`config.mk`:
```
export PLATFORM = sky130hd
export DESIGN_NAME = dwrc_core
export DESIGN_NICKNAME = d
export VERILOG_FILES = /design/src/include/dwrc_pkg.sv /design/src/verilog/dwrc_core.sv /design/src/verilog/dwrc_fifo.sv
export VERILOG_INCLUDE_DIRS = /design/src /design/src/include
export SDC_FILE = /design/constraint.sdc
export NUM_CORES = 1
export LEC_CHECK = 0
export BUFFER_PORTS_ARGS = -buffer_cell sky130_fd_sc_hd__buf_2
export CAP_MARGIN = 10
export CORE_MARGIN = 4
export CORE_UTILIZATION = 45
export CTS_BUF_LIST = sky130_fd_sc_hd__clkbuf_2 sky130_fd_sc_hd__clkbuf_4 sky130_fd_sc_hd__clkbuf_8
export CTS_CLUSTER_DIAMETER = 100
export DETAILED_ROUTE_END_ITERATION = 8
export PLACE_DENSITY_LB_ADDON = 0.15
export REMOVE_ABC_BUFFERS = 1
export SETUP_SLACK_MARGIN = 0.1
export SYNTH_ARGS = -nofsm -noshare
export SYNTH_HDL_FRONTEND = slang
export SYNTH_SLANG_ARGS = --single-unit
```
`constraint.sdc`:
```
create_clock -name clk -period 11 [get_ports clk]
set_input_delay 0.55 -clock clk [delete_from_list [all_inputs] [get_ports clk]]
set_output_delay 0.55 -clock clk [all_outputs]
set_load 0.01 [all_outputs]
```
`src/include/dwrc_cfg.svh`:
```
// timing, field and width constants for the ddr3 write and refresh block
`ifndef DWRC_CFG_SVH
`define DWRC_CFG_SVH
`define DWRC_BURST_OTF_BIT 12
`define DWRC_MR_BL_FIXED8 2'h0
`define DWRC_MR_BL_OTF 2'h1
`define DWRC_MR_BL_FIXED4 2'h2
`define DWRC_BEATS_BL8 4'h8
`define DWRC_BEATS_BC4 4'h4
`define DWRC_BEAT_RATE_SHIFT 1
`define DWRC_CWL_CYCLES 4'h5
`define DWRC_TRFC_NS 160
`define DWRC_CLK_NS 40
`define DWRC_TRFC_CYC ((`DWRC_TRFC_NS + `DWRC_CLK_NS - 1) / `DWRC_CLK_NS)
`define DWRC_ROW_W 13
`define DWRC_COL_W 10
`define DWRC_BANK_W 3
`endif

```
`src/include/dwrc_pkg.sv`:
```
// types of the ddr3 write and refresh block
package dwrc_pkg;
  typedef enum logic [2:0] {
    DWRC_CMD_OTHER = 3'h0,
    DWRC_CMD_WRITE = 3'h1,
    DWRC_CMD_READ = 3'h2,
    DWRC_CMD_REFRESH = 3'h3
  } dwrc_cmd_type;
  typedef enum logic [1:0] {
    DWRC_ST_IDLE = 2'h0,
    DWRC_ST_WAIT = 2'h1,
    DWRC_ST_BURST = 2'h2,
    DWRC_ST_REFRESH = 2'h3
  } dwrc_state_type;
endpackage : dwrc_pkg

```
`src/verilog/dwrc_core.sv`:
```
// ddr3 device side: write bursts with masking, refresh decode and row counter
`timescale 1ns/1ps
`include "dwrc_cfg.svh"
module dwrc_core #(
  parameter int DQ_W = 16,
  parameter int FIFO_DEPTH = 8,
  parameter int TRFC_CYC = `DWRC_TRFC_CYC
) (
  input wire logic clk,
  input wire logic sys_rst,
  input wire logic mem_ck,
  input wire logic cs_n,
  input wire logic ras_n,
  input wire logic cas_n,
  input wire logic we_n,
  input wire logic [`DWRC_BANK_W-1:0] ba,
  input wire logic [15:0] addr,
  input wire logic [1:0] mode_burst,
  input wire logic [DQ_W-1:0] dq_in,
  input wire logic [DQ_W/8-1:0] dm_in,
  input wire logic dq_valid,
  output logic beat_ready,
  output logic wr_valid,
  input wire logic wr_ready,
  output logic [`DWRC_BANK_W-1:0] wr_bank,
  output logic [`DWRC_ROW_W-1:0] wr_col,
  output logic [DQ_W-1:0] wr_data,
  output logic [DQ_W/8-1:0] wr_byte_en,
  output logic ref_busy,
  output logic [`DWRC_ROW_W-1:0] ref_row,
  output logic banks_idle,
  output logic [3:0] burst_beats
);
  localparam int NB = DQ_W / 8;
  localparam int FW = DQ_W + NB + `DWRC_BANK_W + `DWRC_COL_W;

  logic ck_s1_q, ck_s2_q, ck_s3_q;
  logic ck_rise;
  dwrc_pkg::dwrc_cmd_type cmd;
  dwrc_pkg::dwrc_state_type state_q;
  logic [3:0] wait_q;
  logic [3:0] beats_q;
  logic [3:0] beat_cnt_q;
  logic [`DWRC_BANK_W-1:0] bank_q;
  logic [`DWRC_COL_W-1:0] col_q;
  logic [7:0] rfc_q;
  logic [`DWRC_ROW_W-1:0] row_ctr_q;
  logic [3:0] cmd_beats;
  logic f_in_valid;
  logic f_in_ready;
  logic [FW-1:0] f_in_data;
  logic [FW-1:0] f_out_data;
  logic [DQ_W/8-1:0] f_mask;

  // pin clock through three flops; an edge counts when stage two is high and stage three is still low
  always_ff @(posedge clk) begin
    if (sys_rst) begin
      ck_s1_q <= 1'b0;
      ck_s2_q <= 1'b0;
      ck_s3_q <= 1'b0;
    end else begin
      ck_s1_q <= mem_ck;
      ck_s2_q <= ck_s1_q;
      ck_s3_q <= ck_s2_q;
    end
  end
  assign ck_rise = ck_s2_q && !ck_s3_q;

  // command decode at each link rising edge; pins assumed stable around it
  always_comb begin
    cmd = dwrc_pkg::DWRC_CMD_OTHER;
    if (!cs_n && ras_n && !cas_n && !we_n) begin
      cmd = dwrc_pkg::DWRC_CMD_WRITE;
    end else if (!cs_n && ras_n && !cas_n && we_n) begin
      cmd = dwrc_pkg::DWRC_CMD_READ;
    end else if (!cs_n && !ras_n && !cas_n && we_n) begin
      cmd = dwrc_pkg::DWRC_CMD_REFRESH;
    end
  end

  // burst length from mode field and the on-the-fly bit
  always_comb begin
    case (mode_burst)
      `DWRC_MR_BL_FIXED4: cmd_beats = `DWRC_BEATS_BC4;
      `DWRC_MR_BL_OTF: cmd_beats = addr[`DWRC_BURST_OTF_BIT] ? `DWRC_BEATS_BL8
                                                            : `DWRC_BEATS_BC4;
      default: cmd_beats = `DWRC_BEATS_BL8;
    endcase
  end

  // write, wait for write latency, take beats, then back to idle
  // a mistimed beat only harms this burst's own location, never the state machine
  always_ff @(posedge clk) begin
    if (sys_rst) begin
      state_q <= dwrc_pkg::DWRC_ST_IDLE;
      wait_q <= 4'h0;
      beats_q <= `DWRC_BEATS_BL8;
      bank_q <= '0;
      col_q <= '0;
      rfc_q <= 8'h00;
    end else begin
      case (state_q)
        dwrc_pkg::DWRC_ST_IDLE: begin
          if (ck_rise && cmd == dwrc_pkg::DWRC_CMD_WRITE) begin
            state_q <= dwrc_pkg::DWRC_ST_WAIT;
            wait_q <= `DWRC_CWL_CYCLES;
            beats_q <= cmd_beats;
            bank_q <= ba;
            col_q <= addr[`DWRC_COL_W-1:0];
          end else if (ck_rise && cmd == dwrc_pkg::DWRC_CMD_REFRESH) begin
            state_q <= dwrc_pkg::DWRC_ST_REFRESH;
            rfc_q <= 8'(TRFC_CYC);
          end
        end
        dwrc_pkg::DWRC_ST_WAIT: begin
          if (ck_rise) begin
            if (wait_q == 4'h1) begin
              state_q <= dwrc_pkg::DWRC_ST_BURST;
            end
            wait_q <= wait_q - 4'h1;
          end
        end
        dwrc_pkg::DWRC_ST_BURST: begin
          // the burst also closes after its own span of link cycles,
          // so missing or mistimed beats can never hang the device
          if (beat_cnt_q >= beats_q) begin
            state_q <= dwrc_pkg::DWRC_ST_IDLE;
          end else if (ck_rise) begin
            if (wait_q >= (beats_q >> `DWRC_BEAT_RATE_SHIFT) - 4'h1) begin
              state_q <= dwrc_pkg::DWRC_ST_IDLE;
            end
            wait_q <= wait_q + 4'h1;
          end
        end
        dwrc_pkg::DWRC_ST_REFRESH: begin
          if (ck_rise) begin
            if (rfc_q <= 8'h01) begin
              state_q <= dwrc_pkg::DWRC_ST_IDLE;
            end
            rfc_q <= rfc_q - 8'h01;
          end
        end
        default: state_q <= dwrc_pkg::DWRC_ST_IDLE;
      endcase
    end
  end

  // beat counter of the current burst
  always_ff @(posedge clk) begin
    if (sys_rst) begin
      beat_cnt_q <= 4'h0;
    end else if (state_q != dwrc_pkg::DWRC_ST_BURST) begin
      beat_cnt_q <= 4'h0;
    end else if (f_in_valid && f_in_ready) begin
      beat_cnt_q <= beat_cnt_q + 4'h1;
    end
  end

  // internal refresh row counter; address pins play no part
  always_ff @(posedge clk) begin
    if (sys_rst) begin
      row_ctr_q <= '0;
    end else if (state_q == dwrc_pkg::DWRC_ST_IDLE && ck_rise
                 && cmd == dwrc_pkg::DWRC_CMD_REFRESH) begin
      row_ctr_q <= row_ctr_q + 1'b1;
    end
  end

  // mask and data captured together only inside a write burst
  assign f_in_valid = dq_valid && state_q == dwrc_pkg::DWRC_ST_BURST
                      && beat_cnt_q < beats_q;
  assign beat_ready = f_in_ready;
  assign f_in_data = {bank_q, col_q + `DWRC_COL_W'(beat_cnt_q), dm_in, dq_in};

  dwrc_fifo #(
    .WIDTH(FW),
    .DEPTH(FIFO_DEPTH)
  ) u_fifo (
    .clk(clk),
    .sys_rst(sys_rst),
    .in_valid(f_in_valid),
    .in_ready(f_in_ready),
    .in_data(f_in_data),
    .out_valid(wr_valid),
    .out_ready(wr_ready),
    .out_data(f_out_data)
  );

  // set mask bit blocks its byte
  assign f_mask = f_out_data[DQ_W +: NB];
  assign wr_byte_en = ~f_mask;
  assign wr_data = f_out_data[DQ_W-1:0];
  assign wr_col = `DWRC_ROW_W'(f_out_data[DQ_W+NB +: `DWRC_COL_W]);
  assign wr_bank = f_out_data[FW-1 -: `DWRC_BANK_W];

  // status
  assign ref_busy = state_q == dwrc_pkg::DWRC_ST_REFRESH;
  assign ref_row = row_ctr_q;
  assign banks_idle = state_q == dwrc_pkg::DWRC_ST_IDLE;
  assign burst_beats = beats_q;
endmodule : dwrc_core

```
`src/verilog/dwrc_fifo.sv`:
```
// small flip-flop fifo for write beats
`timescale 1ns/1ps
module dwrc_fifo #(
  parameter int WIDTH = 8,
  parameter int DEPTH = 8
) (
  input wire logic clk,
  input wire logic sys_rst,
  input wire logic in_valid,
  output logic in_ready,
  input wire logic [WIDTH-1:0] in_data,
  output logic out_valid,
  input wire logic out_ready,
  output logic [WIDTH-1:0] out_data
);
  localparam int AW = $clog2(DEPTH);
  logic [WIDTH-1:0] mem_q [DEPTH];
  logic [AW-1:0] wr_q;
  logic [AW-1:0] rd_q;
  logic [AW:0] cnt_q;
  logic push;
  logic pop;

  // handshake terms, full and empty straight from the count
  assign in_ready = cnt_q < (AW+1)'(DEPTH);
  assign out_valid = cnt_q != '0;
  assign push = in_valid && in_ready;
  assign pop = out_valid && out_ready;
  assign out_data = mem_q[rd_q];

  // storage
  always_ff @(posedge clk) begin
    if (push) begin
      mem_q[wr_q] <= in_data;
    end
  end

  // pointers and count
  always_ff @(posedge clk) begin
    if (sys_rst) begin
      wr_q <= '0;
      rd_q <= '0;
      cnt_q <= '0;
    end else begin
      if (push) begin
        wr_q <= (wr_q == AW'(DEPTH - 1)) ? '0 : wr_q + 1'b1;
      end
      if (pop) begin
        rd_q <= (rd_q == AW'(DEPTH - 1)) ? '0 : rd_q + 1'b1;
      end
      cnt_q <= cnt_q + (AW+1)'(push) - (AW+1)'(pop);
    end
  end
endmodule : dwrc_fifo
```
# ---- Yosys cells after proc, flatten, opt, wreduce, memory -nomap -nowiden
# Memory sizes are Yosys's and may differ from the RTL's. A register that Yosys moved wholly into a read port is not among the register bits.
# Cells that the tools add are included.
dict set report word_totals {
  inputBits 48
  ff_bits 61
  n_memories 1
  wordCells 115
  mem_bits_rw 248
}
# memory words width read_ports rd_clocked_by_memory_dff write_ports line_no
set mem_list {}
lappend mem_list {u_fifo.mem_q 8 31 1 1 1 dwrc_fifo.sv:17} ;# logic [WIDTH-1:0] mem_q [DEPTH];
dict set report classes {
  magnitude_cmp 5
  add_sub_neg 11
  bitwise 1
  eq_ne 23
  reduce_logical 30
  muxes 30
}
# cell count
set op_table {}
lappend op_table {{two-way mux 2 bit} 12}
lappend op_table {{two-way mux 8 bit} 3}
lappend op_table {{two-way mux 4 bit} 5}
lappend op_table {{logical AND 1 bit} 16}
lappend op_table {{case mux 8 bit (2 select lines)} 1}
lappend op_table {{adder 13 x 1 -> 13 bit, second input constant} 1}
lappend op_table {{two-way mux 3 bit} 4}
lappend op_table {{!= test 2 bit, second input constant} 6}
lappend op_table {{case mux 4 bit (3 select lines)} 1}
lappend op_table {{adder 10 x 4 -> 10 bit} 1}
lappend op_table {{adder 4 x 1 -> 4 bit, second input constant} 2}
lappend op_table {{>= comparator 4 bit} 2}
lappend op_table {{<= comparator 8 x 1 -> 1 bit, second input constant} 1}
lappend op_table {{!= test 2 x 1 -> 1 bit, second input constant} 4}
lappend op_table {{case mux 2 bit (4 select lines)} 1}
lappend op_table {{case mux 4 bit (2 select lines)} 1}
lappend op_table {{subtractor 8 x 1 -> 8 bit, second input constant} 1}
lappend op_table {{AND reduction 7 bit} 1}
lappend op_table {{adder 3 x 1 -> 3 bit, second input constant} 2}
lappend op_table {{equality test 2 bit, second input constant} 3}
lappend op_table {{equality test 3 bit, second input constant} 2}
lappend op_table {{!= test 3 bit, second input constant} 2}
lappend op_table {{logical NOT 1 bit} 5}
lappend op_table {{AND reduction 5 bit} 1}
lappend op_table {{other kinds (20)} 22}

# ---- Longest topological paths before layout
# Gate-level depths: netlist (run 1).
dict set report depth {
  depth_word 12
  mapped_depth 12
}

# ---- Cells and area by module
# Synthesis (run 1) repeated with hierarchy kept, for this count alone.
dict set report unflattened {
  hier_cells 778
  hier_area_um2 13030.0
}
# module cells_each seq_area_each_um2 n_inst area_per_inst_um2
set modules_own_cells {}
lappend modules_own_cells {dwrc_fifo 438 7707.4 1 10229.8}
lappend modules_own_cells {dwrc_core 340 980.9 1 2800.2}

# ---- Worst setup path after synthesis (run 1)
# Ideal clock, no wire load.
dict set report synth_timing {
  kind {reg-to-reg}
  from {reg state_q[0]}
  to {mem u_fifo.mem_q[4][0] (netlist bit), enable pin}
  stages_incl_launch_ff 6
  slack_ps 6022
  path_buffers 0
  required_ps 10492
  period_less_slack_ps 4978
  t_arrival_ps 4470
  cell_sequence {dfxtp_1 > inv_1 > ha_1 > nor4bb_1 > o21ai_2 > nor4b_1}
}
dict set report synth_via {
  elab_chain_cells 6
}
# item line_no
set synth_lines {}
lappend synth_lines {{start: declaration} dwrc_core.sv:40} ;# dwrc_pkg::dwrc_state_type state_q;
lappend synth_lines {{start signal: assignment} dwrc_core.sv:95} ;# state_q <= dwrc_pkg::DWRC_ST_IDLE;
lappend synth_lines {{start signal: assignment} dwrc_core.sv:105} ;# state_q <= dwrc_pkg::DWRC_ST_WAIT;
lappend synth_lines {{start signal: assignment} dwrc_core.sv:111} ;# state_q <= dwrc_pkg::DWRC_ST_REFRESH;
lappend synth_lines {{equality test 2 bit} dwrc_core.sv:170} ;# assign f_in_valid = dq_valid && state_q == dwrc_pkg::DWRC_ST_BURST
lappend synth_lines {{logical AND 1 bit} dwrc_core.sv:170}
lappend synth_lines {{logical AND 1 bit} dwrc_core.sv:171} ;# && beat_cnt_q < beats_q;
lappend synth_lines {{logical AND 1 bit} dwrc_fifo.sv:27} ;# assign push = in_valid && in_ready;
lappend synth_lines {{two-way mux 1 bit} dwrc_fifo.sv:33} ;# if (push) begin
lappend synth_lines {{two-way mux 1 bit (not written as such)} dwrc_fifo.sv:34} ;# mem_q[wr_q] <= in_data;
lappend synth_lines {{end: declaration} dwrc_fifo.sv:17}
# Every way passes these cells.

==> key figures, run 1 <==
Outcome
  – Status: complete, no violations

Yosys
  – Mean post-synth cell area: 17.2 µm²
  – Yosys top cell by area: edfxtp_1
  – Cell count after synthesis: 736
  – Post-synthesis mux area share: 15.2%
  – EDFF count, synth: 248
  – Sequential share of the synthesized area: 68.8%
  – Synth area leaders: edfxtp_1 59%, mux4_2 11%, dfxtp_1 9.8%
  – Post-Synth Adder-Cell Area: 3.59%
  – Top FF cell, synth: edfxtp_1
  – Post-synthesis register bit count: 310
  – XOR/XNOR share of the synthesized area: 2.15%
  – Synth Area in Compound Gates: 2.49%
  – Largest family of logic cells by synthesized area: multiplexers
  – Synth async-reset ratio: 0%
  – Simple-gate area share of the yosys netlist: 5.73%
  – Synth Cell Area: 0.0126 mm²
  – Yosys cell types: 53
  – Synth top area share: 59.0%
  – Synth warnings: 0

Place
  – Detail Placement HPWL: 14,200 µm
  – GPL Wtd Cong: 0.807
  – PortBufs: 92

Finish
  – Ant diodes: 0
  – Share of cells above drive strength 1: 33.0%
  – Area growth syn-to-layout: 15.7%
  – Most common cell after layout, fill and taps aside: edfxtp_1
  – Most frequent cells in the layout: 248 x edfxtp_1, 92 x buf_2, 62 x mux4_2, 59 x dfxtp_1
  – Final core occ: 52.8%
  – Nets@finish: 948

Setup path
  – CP Buf/Inv Count: 2
  – Reg2reg end: u_fifo.mem_q[3][18]
  – Crit-path cells: buf_4, mux4_2, mux2_2, buf_2
  – CP arrival: 3010 ps
  – Startpoint class of the critical path: flip-flop
  – CP max FO: 38
  – CP max stage delay: 720 ps
  – Worst Reg-to-Reg Cells: 8
  – CP max-delay cell: buf_4
  – Kind of critical path: reg -> out
  – R2r setup slk: 8140 ps
  – Worst EP required: 10,450 ps
  – Worst r2r src: state_q[0]
  – Worst setup EP type: primary output
  – CP top delay family: multiplexers

Power
  – PwrDens: 189 mW/mm²
  – Max VDD drop: 126 µV
  – Pleak: 0.00506 µW

Clock tree
  – Hold-fix buffers at CTS: 0
  – # resized after CTS: 0
  – Post-CTS Setup Bufs: 0
  – Clock buffer depth: 3
  – Skew-Pair Late Insertion Delay: 570 ps
  – CTS tree: done
  – Clock transition at path regs: 60 ps
  – CTS root buffer: clkbuf_8
  – Sink count of the clock tree: 310
  – TritonCTS buffer count: 51
  – H-tree depth: 2

Worst hold path
  – Worst hold endpoint: ck_s1_q
  – Source of the worst hold timing path: mem_ck
  – Hold depth: 2
  – Worst hold path class: in -> reg

GRT
  – Largest net degree at the start of global routing: 63
  – First-pass GRT wire length: 39,500 µm
  – Total global-route track usage: 16.4%
  – GR Overflow Total: 0
  – Number of global-route vias before repair: 7,258
  – Initial antenna violation count: 1

Timing
  – Final TNS setup: 0 ps
  – Slew Limit Fails: 0
  – RSZ-0062 raised after global routing: false
  – Skew final: 27.2 ps
  – Slew at the pin with the worst max-slew slack: 1050 ps
  – WHS: 211 ps
  – Relative slew slack: 29.7%
  – Max Freq: 281 MHz
  – Min cycle time layout: 3560 ps
  – Final setup vio count: 0
  – Period Utilization, post-route: 32.3%
  – Final Hold Vio Count: 0

Floorplan
  – Die Y: 176 µm
  – Core Region: 0.0277 mm²
  – Initial Util: 45.6%
  – Placement row count: 61
  – Chip Width: 176 µm
  – Die Area: 0.0308 mm²
  – Ports: 103

Routing
  – Final Routed Wirelength: 25,000 µm
  – Drc violations: 0
  – WL per Instance: 19.5 µm
  – Drt pass-1 iters: 4
  – Vias/cell: 5.21
  – Iter 0 DRT Violations: 364
  – DR vias: 6,700
  – Final ANT Viol Nets: 0

Run
  – Max-Cap Viols: 0
==> cells by family (layout without fill, tap and decap cells) <==
logic type / after synthesis / in the layout
compound gates: 46 / 46
xor+xnor: 31 / 31
fa+ha+maj: 35 / 35
buf+inv: 60 / 228
flops: 310 / 310
mux: 111 / 111
other cells: 1 / 5
simple gates: 142 / 142
==> state kept, by name, indices dropped and copies added, names as in the netlist, named ones only <==
register and count:
bank_q 3, beat_cnt_q 4, burst_beats 2, ck_s1_q 1, ck_s2_q 1, ck_s3_q 1, col_q 10, ref_row 13
rfc_q 8, state_q 2, u_fifo.cnt_q 4, u_fifo.mem_q 248, u_fifo.rd_q 3, u_fifo.wr_q 3, wait_q 4
==> synthesized netlist by cell type (3+ instances only) <==
master and n:
edfxtp_1 248, dfxtp_1 62, mux4_2 62, nor2_1 54, ha_1 33, mux2_2 31
inv_1 28, nand2_1 27, a21oi_1 19, clkbuf_1 18, mux2i_1 18, xor2_1 18
xnor2_1 13, nand3_1 11, nor3_1 8, buf_2 7, nand4_1 7, and3_1 6
o21ai_0 6, buf_4 5, nor2b_1 5, nor4b_1 4, a21o_1 3, nand2b_1 3
==> worst register-to-register path, delay by kind of cell, from the launching register on <==
| kind | cells | cell delay [ps] |
|---|---|---|
| AOI/OAI and AO/OA | 1 | 220 |
| adders and majority gates | 1 | 330 |
| buffers and inverters | 3 | 770 |
| DFF | 1 | 330 |
| and+or+nand+nor | 3 | 790 |
==> worst max-delay path by stage <==
stage	from	end	slack, ps	cells after the start
final	flip-flop	wr_data[11]	7440	4
after global routing	flip-flop	wr_bank[1]	7180	4
after CTS	flip-flop	wr_col[0]	7290	4
after detailed placement	flip-flop	wr_col[0]	7910	4
after global placement	flip-flop	wr_col[0]	7910	4
after floorplan	state_q[0]	u_fifo.mem_q[4][0]	6020	5
==> final cells by class <==
cell class / instances / area, µm²
multi-input combinational: 370 / 3750
clock buffer: 72 / 872
timing repair buffer: 103 / 543
tap: 378 / 473
clock inverter: 24 / 178
sequential: 310 / 8690
inverter: 29 / 109
fill: 2288 / 13100
==> stage by stage <==
stage	power [µW]	std cells	cell area (µm²)	setup WS (ps)
2_1_floorplan	1660	709	12500	6020
3_3_place_gp	1770	1190	13600	7910
3_5_place_dp	1780	1190	13600	7910
4_1_cts	2800	1286	14600	7290
5_1_grt	2890	1286	14600	7180
6_report	2760	1286	14600	7440
==> metal layers <==
layer | vias to the layer above | wire (µm) | GRT usage [%]
met2 | 157 | 12800 | 28.8
met4 | 2 | 514 | 4.81
li1 | 3105 | - | -
met1 | 3385 | 10600 | 20.7
met3 | 51 | 1150 | 3.40
met5 | - | 13 | 0
==> where the power goes <==
group	leakage (µW)	switching [µW]	internal, µW
clock	0.000557	447	563
sequential	0.00266	35.4	1290
combinational	0.00184	206	219
total	0.00506	688	2070
Note: power is estimated with default switching activity, not from simulation.
==> run 2, diff against run 1 <==
==> constraint.sdc (replaced) <==
create_clock -name clk -period 3.2 [get_ports clk]
set_input_delay 0.16 -clock clk [delete_from_list [all_inputs] [get_ports clk]]
set_output_delay 0.16 -clock clk [all_outputs]
set_load 0.01 [all_outputs]
==> run 2 against run 1 <==
Setup slack got worse by 7000 ps; critical path depth increased by 4; die area unchanged; combinational power increased to 3.6 times the previous value; first-iteration DRC count decreased by 13%; global-route usage about the same; worst hold slack got worse by 140 ps; clock power increased to 3.2 times the previous value; sequential power increased to 3.4 times the previous value; non-clock buffer count increased by 38; critical path type is now reg -> reg; largest power group unchanged.
==> key figures, run 2 (synthesis gave the netlist of run 1 again) <==
Timing
  – Relative slew slack: 29.0%
  – RSZ-0062 raised after global routing: false
  – Skew final: 16.2 ps
  – Max Freq: 367 MHz
  – Slew Limit Fails: 0
  – Min cycle time layout: 2730 ps
  – Final Hold Vio Count: 0
  – Slew at the pin with the worst max-slew slack: 1070 ps
  – Final setup vio count: 0
  – Period Utilization, post-route: 85.2%

Clock tree
  – Clock transition at path regs: 50 ps
  – Hold-fix buffers at CTS: 34
  – Clock buffer depth: 3
  – # resized after CTS: 0
  – TritonCTS buffer count: 51
  – Sink count of the clock tree: 310
  – CTS tree: done
  – Skew-Pair Late Insertion Delay: 550 ps
  – CTS root buffer: clkbuf_8
  – H-tree depth: 2
  – Post-CTS Setup Bufs: 0

Place
  – GPL Wtd Cong: 0.812
  – Total placed instance area: 0.0137 mm²
  – PortBufs: 92
  – Detail Placement HPWL: 14,500 µm

Routing
  – Metal2 WL: 12,600 µm
  – DR vias: 6,901
  – Drt pass-1 iters: 4
  – Iter 0 DRT Violations: 317
  – WL per Instance: 19.0 µm
  – Max layer used: met4
  – Vias/cell: 5.23
  – Metal3 WL: 1190 µm
  – Drc violations: 0
  – Final Routed Wirelength: 25,100 µm
  – M1 wire length: 10,900 µm
  – Final ANT Viol Nets: 0

Floorplan
  – Die Y: 176 µm
  – Core Region: 0.0277 mm²
  – Placement row count: 61
  – Die Area: 0.0308 mm²
  – Ports: 103
  – Chip Width: 176 µm
  – Initial Util: 45.6%

Finish
  – Max reg flops: 248
  – Nets@finish: 986
  – Ant diodes: 0
  – Design area: 0.0150 mm²
  – Most frequent cells in the layout: 248 x edfxtp_1, 92 x buf_2, 62 x mux4_2, 59 x dfxtp_1, 53 x nor2_1
  – Share of cells above drive strength 1: 31.1%
  – Largest Register: u_fifo.mem_q
  – Most common cell after layout, fill and taps aside: edfxtp_1
  – Area growth syn-to-layout: 18.7%

Power
  – Design Power: 9300 µW
  – Pleak: 0.00519 µW
  – Logic pwr share: 16.6%
  – PwrDens: 620 mW/mm²
  – Clock Power Share: 34.6%
  – Switching Fraction: 24.8%
  – Sequential power share: 48.8%
  – Switching power: 2310 µW
  – Max VDD drop: 256 µV
  – Int Pwr: 6990 µW

GRT
  – Largest net degree at the start of global routing: 53
  – Total global-route track usage: 16.4%
  – Initial antenna violation count: 0
  – Number of global-route vias before repair: 7,418
  – First-pass GRT wire length: 39,800 µm
  – GR Overflow Total: 0

Run
  – Max-Cap Viols: 0

Setup path
  – Worst EP required: 3430 ps
  – CP arrival: 2950 ps
  – CP max FO: 31
  – Kind of critical path: reg -> reg
  – R2r setup slk: 470 ps
  – Startpoint class of the critical path: flip-flop
  – Worst setup EP type: flip-flop

Outcome
  – Status: complete, no violations

Worst hold path
  – Worst hold path class: in -> reg
==> run 2: worst paths after layout <==
kind                 start                  end  cells past startpoint
min reg2reg        ck_s1_q              ck_s2_q                      1
max             state_q[0]  u_fifo.mem_q[3][23]                      8
min          mode_burst[1]       burst_beats[2]                      5
max reg2reg     state_q[0]  u_fifo.mem_q[3][23]                      8
==> run 2: cell type report <==
cell class                      count  area, µm²
Clock buffer                       67        828
Clock inverter                     25        130
Fill cell                        2214      12700
Inverter                           29        109
Multi-Input combinational cell    370       3750
Sequential cell                   310       8690
Tap cell                          378        473
Timing Repair Buffer              141       1000
==> run 2: power groups by stage <==
stage	clock (µW)	combinational, µW	sequential, µW
6_report	3220	1540	4540
5_1_grt	3520	1700	4550
4_1_cts	3320	1580	4540
3_5_place_dp	0	1540	4630
3_3_place_gp	0	1500	4620
2_1_floorplan	0	996	4700
==> run 2: critical path, cell delays in order, from the launching register on <==
cell      delay [ps]
dfxtp_1          330
inv_1            120
ha_1             330
nor4bb_1         370
o21ai_2          240
clkinv_1         220
nand2_1          200
nor3b_2          290
buf_12           290
==> run 2: metal layers <==
layer / up-vias / track usage, %
met5: - / 0
met4: 0 / 4.45
met3: 37 / 3.21
met2: 180 / 28.6
met1: 3496 / 21.2
li1: 3188 / -
==> run 2: metrics by stage <==
stage | hold WS (ps) | setup WS (ps) | utilization (%) | instances | TNS, ps
finish | 73.4 | 475 | 54.1 | 1320 | 0
global route | 96.7 | 226 | 54.1 | 1320 | 0
CTS | 39.6 | 448 | 54.1 | 1320 | 0
detailed placement | 379 | 469 | 49.4 | 1194 | 0
global placement | 375 | 607 | 49.4 | 1194 | 0
floorplan | 226 | -1780 | - | 709 | -279050
